[src/logic/hwseq_consts.svh]
// Constants for the haptic waveform sequencer slot block.
// Assumes a 40 MHz clock and an 8-bit register port.
`ifndef HWSEQ_CONSTS_SVH
`define HWSEQ_CONSTS_SVH
// =========================================================
// Register offsets
`define HWSEQ_ADDR_FIRE      8'h0C
`define HWSEQ_ADDR_SLOT_BASE 8'h0F
`define HWSEQ_ADDR_SLOT_LAST 8'h16
// =========================================================
// Field positions and reset values
`define HWSEQ_FIRE_BIT       0
`define HWSEQ_DELAY_SEL_BIT  7
`define HWSEQ_SLOT1_RESET    8'h01
`define HWSEQ_SLOTN_RESET    8'h00
`define HWSEQ_NUM_SLOTS      8
// =========================================================
// Timing
`define HWSEQ_CLK_HZ         40000000
`define HWSEQ_DELAY_UNIT_MS  10
`define HWSEQ_DELAY_UNIT_CYC ((`HWSEQ_CLK_HZ / 1000) * `HWSEQ_DELAY_UNIT_MS)
`endif

[src/logic/hwseq_pkg.sv]
// Types for the haptic waveform sequencer slot block.
// Assumes hwseq_consts.svh is compiled alongside.
package hwseq_pkg;
    // Sequencer states
    typedef enum logic [1:0] {
        HWSEQ_IDLE  = 2'b00,
        HWSEQ_FETCH = 2'b01,
        HWSEQ_PLAY  = 2'b10,
        HWSEQ_WAIT  = 2'b11
    } hwseq_state_t;
endpackage : hwseq_pkg

[src/logic/hwseq_sequencer.sv]
// Waveform sequencer with eight slot registers and fire control.
// Assumes a library player outside that reports effect completion.
// Assumes effect_done is a one-cycle pulse from that player
// and that the host never raises both strobes in one cycle.
//
// Functional notes
// - Delay-select set: value times 10 ms wait
// - Delay-select clear: value is waveform identifier
// - Identifier bits 6..0 index the library
// - Fire starts playback at first slot
// - Finished waveform advances to the next slot
// - Walk slots until zero or all eight
// - Zero identifier stops the sequence
// - Fire bit high until process completes
// - Host clearing fire cancels immediately
// - External trigger sets fire like write
//
// The implementer's own choice: the address-and-strobe port.
`timescale 1ns/1ps
`include "hwseq_consts.svh"

module hwseq_sequencer (
    // Clock, reset, enable
    input  wire logic                clk,
    input  wire logic                rst,
    input  wire logic                clk_en,
    // Register port
    input  wire logic [7:0]          reg_addr,
    input  wire logic [7:0]          reg_wdata,
    input  wire logic                reg_wr,
    input  wire logic                reg_rd,
    output logic      [7:0]          reg_rdata,
    // External trigger
    input  wire logic                ext_trigger,
    // Library player
    output logic                     effect_start,
    output logic      [6:0]          slot_effect_index,
    input  wire logic                effect_done,
    output logic                     effect_abort,
    // Status
    output logic                     seq_busy
);
    import hwseq_pkg::*;

    // =========================================================
    // Storage
    logic [7:0]          slot_q [`HWSEQ_NUM_SLOTS];
    logic [7:0]          slot_d [`HWSEQ_NUM_SLOTS];
    logic                fire_q, fire_d;
    hwseq_state_t        state_q, state_d;
    logic [2:0]          ptr_q, ptr_d;
    logic [6:0]          delay_left_q, delay_left_d;
    logic [18:0]         tick_q, tick_d;
    logic [7:0]          rdata_q, rdata_d;
    logic                start_q, start_d;
    logic                abort_q, abort_d;
    logic [6:0]          index_q, index_d;

    // Decode and walk helpers
    logic [7:0]          cur_slot;
    logic [7:0]          slot_off;
    logic                slot_hit;
    logic                host_cancel;
    logic                last_slot;
    logic                step_done;

    // Address decode and slot pointer
    assign cur_slot  = slot_q[ptr_q];
    assign slot_off  = reg_addr - `HWSEQ_ADDR_SLOT_BASE;
    assign slot_hit  = (reg_addr >= `HWSEQ_ADDR_SLOT_BASE)
                    && (reg_addr <= `HWSEQ_ADDR_SLOT_LAST);
    assign last_slot = (ptr_q == 3'(`HWSEQ_NUM_SLOTS - 1));
    assign host_cancel = reg_wr && (reg_addr == `HWSEQ_ADDR_FIRE)
                      && !reg_wdata[`HWSEQ_FIRE_BIT] && fire_q;

    // =========================================================
    // Register writes and read data
    // Slot writes land at the next enabled edge. Reads of an
    // unmapped address return zero and writes there are dropped.
    // Read data stand for one cycle only, then fall back to zero.
    always_comb begin
        for (int i = 0; i < `HWSEQ_NUM_SLOTS; i++) begin
            slot_d[i] = slot_q[i];
        end
        if (reg_wr && slot_hit) begin
            slot_d[slot_off[2:0]] = reg_wdata;
        end
        rdata_d = 8'h00;
        if (reg_rd) begin
            if (slot_hit) begin
                rdata_d = slot_q[slot_off[2:0]];
            end else if (reg_addr == `HWSEQ_ADDR_FIRE) begin
                rdata_d = {7'h00, fire_q};
            end
        end
    end

    // =========================================================
    // Sequencer next state
    // A delay slot of value N keeps the engine idle for N units
    // of 10 ms, each unit counted in clock cycles at 40 MHz.
    // A zero value with the select bit set is an end entry, so
    // a delay slot never passes for no time at all.
    // The walk pointer moves only on a finished slot, or on fire, which returns it to slot one.
    // A host clear overrides every transition below, so an
    // abort pulse and a fresh start never leave in one cycle.
    always_comb begin
        state_d      = state_q;
        ptr_d        = ptr_q;
        fire_d       = fire_q;
        delay_left_d = delay_left_q;
        tick_d       = tick_q;
        start_d      = 1'b0;
        abort_d      = 1'b0;
        index_d      = index_q;
        step_done    = 1'b0;
        unique case (state_q)
            HWSEQ_IDLE: begin
                if ((reg_wr && reg_addr == `HWSEQ_ADDR_FIRE && reg_wdata[`HWSEQ_FIRE_BIT])
                    || ext_trigger) begin
                    fire_d  = 1'b1;
                    ptr_d   = 3'h0;
                    state_d = HWSEQ_FETCH;
                end
            end
            HWSEQ_FETCH: begin
                if (cur_slot[6:0] == 7'h00) begin
                    fire_d  = 1'b0;
                    state_d = HWSEQ_IDLE;
                end else if (cur_slot[`HWSEQ_DELAY_SEL_BIT]) begin
                    delay_left_d = cur_slot[6:0];
                    tick_d       = 19'(`HWSEQ_DELAY_UNIT_CYC - 1);
                    state_d      = HWSEQ_WAIT;
                end else begin
                    index_d = cur_slot[6:0];
                    start_d = 1'b1;
                    state_d = HWSEQ_PLAY;
                end
            end
            // Play waits for the player, wait counts its units down
            HWSEQ_PLAY, HWSEQ_WAIT: begin
                if (state_q == HWSEQ_PLAY) begin
                    step_done = effect_done;
                end else if (tick_q != 19'h00000) begin
                    // Cycle counter first, then the unit count
                    tick_d = tick_q - 19'h00001;
                end else if (delay_left_q == 7'h01) begin
                    step_done = 1'b1;
                end else begin
                    delay_left_d = delay_left_q - 7'h01;
                    tick_d       = 19'(`HWSEQ_DELAY_UNIT_CYC - 1);
                end
                if (step_done) begin
                    if (last_slot) begin
                        fire_d  = 1'b0;
                        state_d = HWSEQ_IDLE;
                    end else begin
                        ptr_d   = ptr_q + 3'h1;
                        state_d = HWSEQ_FETCH;
                    end
                end
            end
        endcase
        if (host_cancel) begin
            abort_d = (state_q == HWSEQ_PLAY);
            fire_d  = 1'b0;
            start_d = 1'b0;
            state_d = HWSEQ_IDLE;
        end
    end

    // =========================================================
    // State registers
    // Clock enable low freezes every register, strobes included,
    // so a host access made while frozen is lost, not delayed.
    always_ff @(posedge clk) begin
        if (rst) begin
            // Slot one resets to a playable index, the rest to end entries
            for (int i = 0; i < `HWSEQ_NUM_SLOTS; i++) begin
                slot_q[i] <= (i == 0) ? `HWSEQ_SLOT1_RESET : `HWSEQ_SLOTN_RESET;
            end
            fire_q       <= 1'b0;
            state_q      <= HWSEQ_IDLE;
            ptr_q        <= 3'h0;
            delay_left_q <= 7'h00;
            tick_q       <= 19'h00000;
            rdata_q      <= 8'h00;
            start_q      <= 1'b0;
            abort_q      <= 1'b0;
            index_q      <= 7'h00;
        end else if (clk_en) begin
            for (int i = 0; i < `HWSEQ_NUM_SLOTS; i++) begin
                slot_q[i] <= slot_d[i];
            end
            fire_q       <= fire_d;
            state_q      <= state_d;
            ptr_q        <= ptr_d;
            delay_left_q <= delay_left_d;
            tick_q       <= tick_d;
            rdata_q      <= rdata_d;
            start_q      <= start_d;
            abort_q      <= abort_d;
            index_q      <= index_d;
        end
    end

    // =========================================================
    // Outputs, all straight from flip-flops
    // seq_busy mirrors the fire bit for the host and the pins
    assign reg_rdata         = rdata_q;
    assign effect_start      = start_q;
    assign effect_abort      = abort_q;
    assign slot_effect_index = index_q;
    assign seq_busy          = fire_q;

endmodule : hwseq_sequencer

[config.mk]
export PLATFORM = sky130hd
export DESIGN_NAME = hwseq_sequencer
export DESIGN_NICKNAME = d
export VERILOG_FILES = /design/src/logic/hwseq_pkg.sv /design/src/logic/hwseq_sequencer.sv
export VERILOG_INCLUDE_DIRS = /design/src /design/src/logic
export SDC_FILE = /design/constraint.sdc
export NUM_CORES = 1
export LEC_CHECK = 0
export BUFFER_PORTS_ARGS = -buffer_cell sky130_fd_sc_hd__buf_2
export CAP_MARGIN = 20
export CORE_UTILIZATION = 30
export DETAILED_ROUTE_END_ITERATION = 10
export PLACE_DENSITY = 0.48
export SKIP_LAST_GASP = 1
export SYNTH_ARGS = -nofsm -noshare
export SYNTH_HDL_FRONTEND = slang
export SYNTH_SLANG_ARGS = --single-unit
export TNS_END_PERCENT = 50
[constraint.sdc]
create_clock -name clk -period 2.9 [get_ports clk]
set_input_delay 0.58 -clock clk [delete_from_list [all_inputs] [get_ports clk]]
set_output_delay 0.58 -clock clk [all_outputs]
set_load 0.03 [all_outputs]
==> results.yml, run 1 <==
synth:
  synthDistinctLibCells: 74
  async_flop_share: 0
  ys_top_cells_by_area: "edfxtp_1, dfxtp_1, nand2_1"
  synth_area_um2: 6570
  synth.top_cell.area_share: 0.293
  ys_warn_count: 0
  synth.largest_area_cell: "edfxtp_1"
  synthCells: 721
  syn-num-nets: 753
  synth-seq-area-share: 0.451
  synth-edff-count: 64
  synthFlopType: "edfxtp_1"
  synth_seq_cells: 116
  syn_avg_cell_area_um2: 9.11
clock_tree:
  cts_buffers: 17
  cts_tree: "built"
  cts_max_level: 4
  post_cts_buffers: 0
  cts_root_buf: "clkbuf_16"
  clock_latency_ns: 0.42
  hold_buffers: 0
  path_clk_slew_ns: 0.05
  cts.sinks: 116
  ctsLongestPathBuffers: 2
placed_design:
  place_inst: 1030
  place_hpwl_um: 13900
  routabilityCongestion: 0.867
  io_buffers: 40
sta:
  finalHoldViolCount: 0
  drv_slew: 0
  fmax_mhz: 358
  setup_viol: 0
  worst_clock_skew_ns: 0.0132
  fin_crit_ns: 2.79
  rsz0062_at_grt: "true"
  period_share: 0.964
  slew_headroom: 0.447
  tightest_slew_ns: 0.826
finish:
  utilization: 0.371
  instances_no_fill: 1062
  drive_above_1_share: 0.194
  nets: 806
  areaGrowthSynthToFinish_pct: 19.8
  diodes: 0
power_and_ir_drop:
  pwr-share-clk: 0.465
  peakVddDrop_v: 0.000341
  p_int_mw: 3.51
  leakagePower_nw: 2.99
  power_per_cell_area_nw_per_um2: 606
  combPwrFrac: 0.136
  switchingPower_mw: 1.26
  swShare: 0.264
  seq_power_share: 0.399
grt:
  antenna_found_initial: 0
  grt_start_max_net_pins: 49
  grt_pass1_wl_um: 33500
  grt_pass1_vias: 6033
  track_usage: 0.197
  overflow: 0
route:
  first_pass_iters: 5
  wire_per_inst_um: 19.8
  vias_per_cell: 5.59
  drc: 0
  ant_nets: 0
  routed_wl_um: 21000
  drtIter0Drc: 470
  vias: 5934
floorplanning:
  dieHeight_um: 150
  io_pins: 41
  core_area_um2: 21200
  die_area_um2: 22500
  fp.dieW_um: 150
  initial_utilization: 0.310
  row_count: 53
flow_run:
  cap_violations: 0
worst_setup_path:
  critical_path_required_ns: 3.18
  start_kind: "register"
  path_class: "register to register"
  worstRegToRegCells: 7
  end_kind: "register"
  cp_max_fo: 8
  cp_data_arrival_time_ns: 3.08
outcome:
  outcome: "finished, final reports clean"
hold_path:
  min_delay_path_depth: 2
  hp-class: "register to register"
## synthesized netlist by cell type (9+ instances only)
library cell	number
a21oi_1	82
dfxtp_1	52
mux4_2	9
o22ai_1	30
nor3_1	17
nand2_1	162
edfxtp_1	64
clkbuf_1	31
nand3_1	20
mux2i_1	9
ha_1	9
a311oi_1	12
inv_1	13
nor4_1	10
nor2_1	60
## worst max-delay path, cell delays in order, from the launching register on
cell,delay [ns]
dfxtp_1,0.43
buf_4,0.22
mux4_1,0.58
mux2_2,0.33
or3_2,0.50
o21ai_4,0.32
mux2i_1,0.24
nor2_1,0.05
## kinds of logic (layout without fill, tap and decap cells)
logic type      after synthesis  in the layout  share of synthesized area
simple gates                315            315                      0.217
flops                       116            116                      0.451
buf+inv                      60            126                     0.0377
compound gates              186            186                      0.187
xor+xnor                      2              2                    0.00267
fa+ha+maj                     9              9                     0.0171
mux                          33             33                     0.0874
## metal layers
metal  vias up  wire (µm)  global-route usage
met4         0        538              0.0722
met2       193      10500               0.340
met1      2908       8660               0.241
li1       2792          -                   -
met3        41       1320              0.0430
met5         -          0                   0
## through the flow
| stage | total power [mW] | setup TNS (ns) | hold WS [ns] | area, µm² | setup WS [ns] |
|---|---|---|---|---|---|
| floorplan | 2.33 | 0 | 0.449 | 6570 | 0.235 |
| global placement | 2.56 | 0 | 0.459 | 7250 | 0.173 |
| detailed placement | 2.58 | 0 | 0.464 | 7250 | 0.119 |
| CTS | 4.79 | 0 | 0.456 | 7860 | 0.0949 |
| global route | 4.95 | -0.0681 | 0.464 | 7870 | -0.0232 |
| finish | 4.77 | 0 | 0.467 | 7870 | 0.105 |
## area by class of cell
| type | count | area (µm²) |
|---|---|---|
| flip-flops and latches | 116 | 2960 |
| repair buffers | 81 | 533 |
| multi-input cells | 545 | 3370 |
| inverters | 13 | 48.8 |
| fillers | 2135 | 13300 |
| well taps | 275 | 344 |
| clock buffers | 22 | 454 |
| clock inverters | 10 | 156 |
## sequential cells by signal, summed over array words and instances, names as in the netlist, named ones only
name	count
slot_q	64
tick_q	19
reg_rdata	8
delay_left_q	7
slot_effect_index	7
ptr_q	3
state_q	2
effect_abort	1
effect_start	1
seq_busy	1
## path summary, 6_finish.rpt
| path | from | end | slack [ns] |
|---|---|---|---|
| setup / recovery | register | slot_effect_index[3] | 0.11 |
| hold / removal | reg_rdata[0] | reg_rdata[0] | 0.47 |
| setup reg to reg | register | slot_effect_index[3] | 0.11 |
| hold reg to reg | reg_rdata[0] | reg_rdata[0] | 0.47 |
## power groups by stage
| stage | registers, mW | logic, mW | clock network [mW] |
|---|---|---|---|
| 6_report | 1.90 | 0.650 | 2.22 |
| 5_1_grt | 1.91 | 0.716 | 2.33 |
| 3_3_place_gp | 1.93 | 0.634 | 0 |
| 2_1_floorplan | 1.91 | 0.420 | 0 |
| 4_1_cts | 1.90 | 0.646 | 2.24 |
| 3_5_place_dp | 1.93 | 0.644 | 0 |
## timing repair
| item | in CTS | in global routing |
|---|---|---|
| hold endpoints to repair | 0 | 0 |
| endpoints found under the setup margin | 0 | 5 |
| resized for setup | 0 | 2 |
## placed cells by master (no fill, tap or decap), types with 5 or more instances in the layout
cell	n
a21oi_1	82
a311oi_1	12
a31o_2	5
a31oi_1	5
a32oi_1	7
buf_2	40
buf_4	39
clkbuf_16	17
dfxtp_1	52
edfxtp_1	64
ha_1	9
inv_1	13
mux2_2	6
mux2i_1	9
mux4_1	7
mux4_2	9
nand2_1	162
nand2b_1	7
nand3_1	20
nor2_1	60
nor2b_1	5
nor3_1	17
nor4_1	9
o21ai_0	6
o22ai_1	30
o31ai_1	5
Power figures use the tool's default switching activity.
==> run 2, diff against run 1 <==
--- a/config.mk
+++ b/config.mk
@@ -10,6 +10,7 @@
 export CAP_MARGIN = 20
 export CORE_UTILIZATION = 30
 export DETAILED_ROUTE_END_ITERATION = 10
+export MAX_ROUTING_LAYER = met4
 export PLACE_DENSITY = 0.48
 export SKIP_LAST_GASP = 1
 export SYNTH_ARGS = -nofsm -noshare
==> run 2 against run 1 <==
Net effect:
- setup slack improved by 0.0038 ns
- die area is the same
- critical path depth stayed put
- sequential cell count is the same
- clock power about the same
- highest routed layer unchanged
==> results.yml, run 2 (synthesized netlist as in run 1, its figures left out) <==
route:
  drc: 0
  vias_per_cell: 5.61
  ant_nets: 0
  first_pass_iters: 6
  vias: 5962
  wire_per_inst_um: 19.7
  routed_wl_um: 21000
  drtIter0Drc: 425
placed_design:
  routabilityCongestion: 0.881
  place_hpwl_um: 13900
  dp_slack_ns: 0.119
  io_buffers: 40
worst_setup_path:
  worstRegToRegCells: 7
  end_kind: "register"
  start_kind: "register"
  cp_data_arrival_time_ns: 3.07
  r2r_end: "slot_effect_index[0]"
  path_cells: "buf_4 > mux4_1 > mux2_2 > or3_2 > o21ai_4 > mux2i_1 > nor2_1"
  cp_slowest_cell: "mux4_1"
  reg2reg_slack_ns: 0.11
  path_class: "register to register"
  cp_max_fo: 8
  critical_path_required_ns: 3.18
  max_stage_delay_ns: 0.58
  setup.worst_path.end: "slot_effect_index[0]"
power_and_ir_drop:
  swShare: 0.264
  seq_power_share: 0.399
  leakagePower_nw: 2.99
  combPwrFrac: 0.136
  p_int_mw: 3.51
  peakVddDrop_v: 0.000340
  switchingPower_mw: 1.26
  pwr-share-clk: 0.465
  power_per_cell_area_nw_per_um2: 606
grt:
  grt_pass1_wl_um: 33500
  grt_pass1_vias: 6027
  track_usage: 0.203
  overflow: 0
  grt_start_max_net_pins: 49
  antenna_found_initial: 0
sta:
  holdWs_ns: 0.467
  setup_viol: 0
  finalHoldViolCount: 0
  drv_slew: 0
  fin_ws_ns: 0.109
  rsz0062_at_grt: "true"
  slew_headroom: 0.421
  worst_clock_skew_ns: 0.0151
  tightest_slew_ns: 0.865
  fmax_mhz: 358
  fin_crit_ns: 2.79
  period_share: 0.962
floorplanning:
  row_count: 53
  io_pins: 41
  dieHeight_um: 150
  fp.dieW_um: 150
  initial_utilization: 0.310
  die_area_um2: 22500
  core_area_um2: 21200
finish:
  final_cell_mix: "nand2_1, a21oi_1, edfxtp_1"
  diodes: 0
  drive_above_1_share: 0.194
  areaGrowthSynthToFinish_pct: 19.8
  final_common_cell: "nand2_1"
  largest_register_ff_count: 64
  largest-register: "slot_q"
  nets: 806
clock_tree:
  cts_root_buf: "clkbuf_16"
  cts.sinks: 116
  cts_tree: "built"
  ctsLongestPathBuffers: 2
  cts_max_level: 4
  cts_buffers: 17
  path_clk_slew_ns: 0.05
  hold_buffers: 0
  clock_latency_ns: 0.42
hold_path:
  hp-class: "input pin to register"
flow_run:
  cap_violations: 0
outcome:
  outcome: "finished, final reports clean"
[run 2: cell type report]
cell class / count / area [µm²]
clock buffers: 22 / 454
clock inverters: 10 / 156
fillers: 2135 / 13300
inverters: 13 / 48.8
multi-input cells: 545 / 3370
flip-flops and latches: 116 / 2960
well taps: 275 / 344
repair buffers: 81 / 533
[run 2: power by group through the flow]
stage	Clock (mW)	Sequential [mW]	Combinational, mW
floorplan	0	1.91	0.420
global placement	0	1.93	0.634
detailed placement	0	1.93	0.644
CTS	2.24	1.90	0.646
global route	2.33	1.91	0.715
finish	2.22	1.90	0.651
[run 2: repair_timing]
item                       4_1_cts  5_1_grt
gates resized for setup          0        2
buffers inserted                 0        0
setup endpoints to repair        0        5
[run 2: worst max-delay path: cells and delay by family, from the launching register on]
kind,cells,cell delay (ns)
compound gates,1,0.32
buf+inv,1,0.22
flops,1,0.42
mux,3,1.14
simple gates,2,0.55
[run 2: metrics by stage]
stage | utilization | setup TNS [ns] | std cells | power (mW) | instance area (µm²)
after floorplan | - | 0 | 721 | 2.33 | 6570
after detailed placement | 0.342 | 0 | 1030 | 2.58 | 7250
final | 0.371 | 0 | 1062 | 4.77 | 7870
after CTS | 0.370 | 0 | 1062 | 4.79 | 7860
after global placement | 0.342 | 0 | 1030 | 2.56 | 7250
after global routing | 0.371 | -0.0667 | 1062 | 4.96 | 7870
[run 2: routing by layer]
metal,vias to the layer above,wire [µm],track usage
met5,-,0,-
met4,0,516,0.0707
met3,44,1350,0.0433
met2,204,10500,0.340
met1,2923,8650,0.241
li1,2791,-,-
[run 2: worst min path at each step]
stage,to,slack (ns),from,cells past startpoint
final,reg_rdata[0],0.47,reg_rd,3
after global routing,reg_rdata[0],0.46,reg_rd,3
after CTS,reg_rdata[0],0.46,reg_rd,3
after detailed placement,reg_rdata[0],0.46,reg_rdata[0],2
after global placement,tick_q[14],0.46,tick_q[14],1
after floorplan,tick_q[14],0.45,tick_q[14],1
==> run 3, diff against run 2 <==
--- a/config.mk
+++ b/config.mk
@@ -11,7 +11,7 @@
 export CORE_UTILIZATION = 30
 export DETAILED_ROUTE_END_ITERATION = 10
 export MAX_ROUTING_LAYER = met4
-export PLACE_DENSITY = 0.48
+export PLACE_DENSITY = 0.46
 export SKIP_LAST_GASP = 1
 export SYNTH_ARGS = -nofsm -noshare
 export SYNTH_HDL_FRONTEND = slang
==> constraint.sdc (replaced) <==
create_clock -name clk -period 3.2 [get_ports clk]
set_input_delay 0.64 -clock clk [delete_from_list [all_inputs] [get_ports clk]]
set_output_delay 0.64 -clock clk [all_outputs]
set_load 0.03 [all_outputs]
==> run 3 against run 2 <==
Net effect:
- clock skew down 0.0047 ns
- sequential power decreased by 9%
- setup slack improved by 0.17 ns
- global-route usage is 0.11 points lower
- critical endpoint is now delay_left_q[6]
- sequential cell count unchanged
- register-to-register slack better by 0.17 ns
==> results.yml, run 3 (synthesized netlist as in run 1, its figures left out) <==
flow_run:
  cap_violations: 0
clock_tree:
  cts_root_buf: "clkbuf_16"
  cts_resized: 0
  post_cts_buffers: 0
  hold_buffers: 0
  path_clk_slew_ns: 0.06
  cts.sinks: 116
  cts_tree: "built"
  cts_buffers: 17
  ctsLongestPathBuffers: 2
  clock_latency_ns: 0.42
  cts_max_level: 4
sta:
  period_share: 0.914
  finalHoldViolCount: 0
  rsz0062_at_grt: "false"
  slew_headroom: 0.456
  holdWs_ns: 0.447
  tightest_slew_ns: 0.813
  finalSetupTns_ns: 0
  fin_crit_ns: 2.92
  worst_clock_skew_ns: 0.0104
  fmax_mhz: 342
  drv_slew: 0
  setup_viol: 0
worst_setup_path:
  path_cells: "buf_4 > mux4_1 > mux2_2 > or4_4 > o21ai_4 > a221oi_1 > a41o_2"
  reg2reg_slack_ns: 0.28
  critPathBufInv: 1
  end_kind: "register"
  critPathTopFamily: "multiplexers"
  cp_slowest_cell: "or4_4"
  critical_path_required_ns: 3.51
  cp_data_arrival_time_ns: 3.24
  start_kind: "register"
  path_class: "register to register"
  cp_max_fo: 11
  max_stage_delay_ns: 0.60
placed_design:
  routabilityCongestion: 0.826
  place_hpwl_um: 14000
  io_buffers: 40
  place_inst: 1028
power_and_ir_drop:
  peakVddDrop_v: 0.000300
  p_total_mw: 4.29
  leakagePower_nw: 2.98
  power_per_cell_area_nw_per_um2: 548
finish:
  final_common_cell: "nand2_1"
  drive_above_1_share: 0.195
  instances_no_fill: 1061
  largest_register_ff_count: 64
  nets: 804
  final_cell_mix: "nand2_1, a21oi_1, edfxtp_1"
  areaGrowthSynthToFinish_pct: 19.2
  largest-register: "slot_q"
floorplanning:
  core_area_um2: 21200
  fp.dieW_um: 150
  row_count: 53
  io_pins: 41
  dieHeight_um: 150
  die_area_um2: 22500
  initial_utilization: 0.310
route:
  vias_per_cell: 5.49
  vias: 5821
  ant_nets: 0
  wl_met3_um: 1000
  met1_length_um: 9720
  drtIter0Drc: 430
  route.met2.wl_um: 9990
  routed_wl_um: 21100
  wire_per_inst_um: 19.9
  first_pass_iters: 5
  top_layer_used: "met4"
  drc: 0
grt:
  grt_pass1_wl_um: 33000
  overflow: 0
  grt_start_max_net_pins: 49
  grt_pass1_vias: 5823
  antenna_found_initial: 1
  track_usage: 0.202
outcome:
  outcome: "finished, final reports clean"
hold_path:
  hp-class: "register to register"
## run 3: cell type report
| type | count | area, µm² |
|---|---|---|
| Clock inverter | 15 | 179 |
| Multi-Input combinational cell | 545 | 3360 |
| Sequential cell | 116 | 2960 |
| Inverter | 13 | 48.8 |
| Timing Repair Buffer | 79 | 505 |
| Fill cell | 2155 | 13400 |
| Tap cell | 275 | 344 |
| Antenna cell | 1 | 2.50 |
| Clock buffer | 17 | 425 |
## run 3: report_power, final
part	switching (mW)	internal [mW]	leakage, nW
Clock	0.754	1.23	0.298
Sequential	0.0670	1.65	1.08
Combinational	0.377	0.208	1.60
## run 3: metrics by stage
stage	setup slack, ns	instance area [µm²]	util
2_1_floorplan	0.161	6570	-
5_1_grt	0.133	7830	0.369
4_1_cts	0.279	7830	0.369
3_5_place_dp	0.278	7220	0.340
6_report	0.275	7830	0.369
3_3_place_gp	0.375	7220	0.340
## run 3: path summary, 6_finish.rpt
check	start	cells past startpoint	endpoint
setup / recovery	register	7	delay_left_q[6]
hold / removal	effect_abort	2	effect_abort
setup reg to reg	register	7	delay_left_q[6]
hold reg to reg	effect_abort	2	effect_abort
## run 3: per-layer routing
layer  GRT usage  vias to the layer above
met1       0.256                     2835
met2       0.316                      157
met5           -                        -
met4      0.0636                        0
met3      0.0491                       27
li1            -                     2802
## run 3: worst min-delay path: stages (launching register included)
cell	delay [ns]
dfxtp_1	0.30
nand2_1	0.05
a21oi_1	0.05
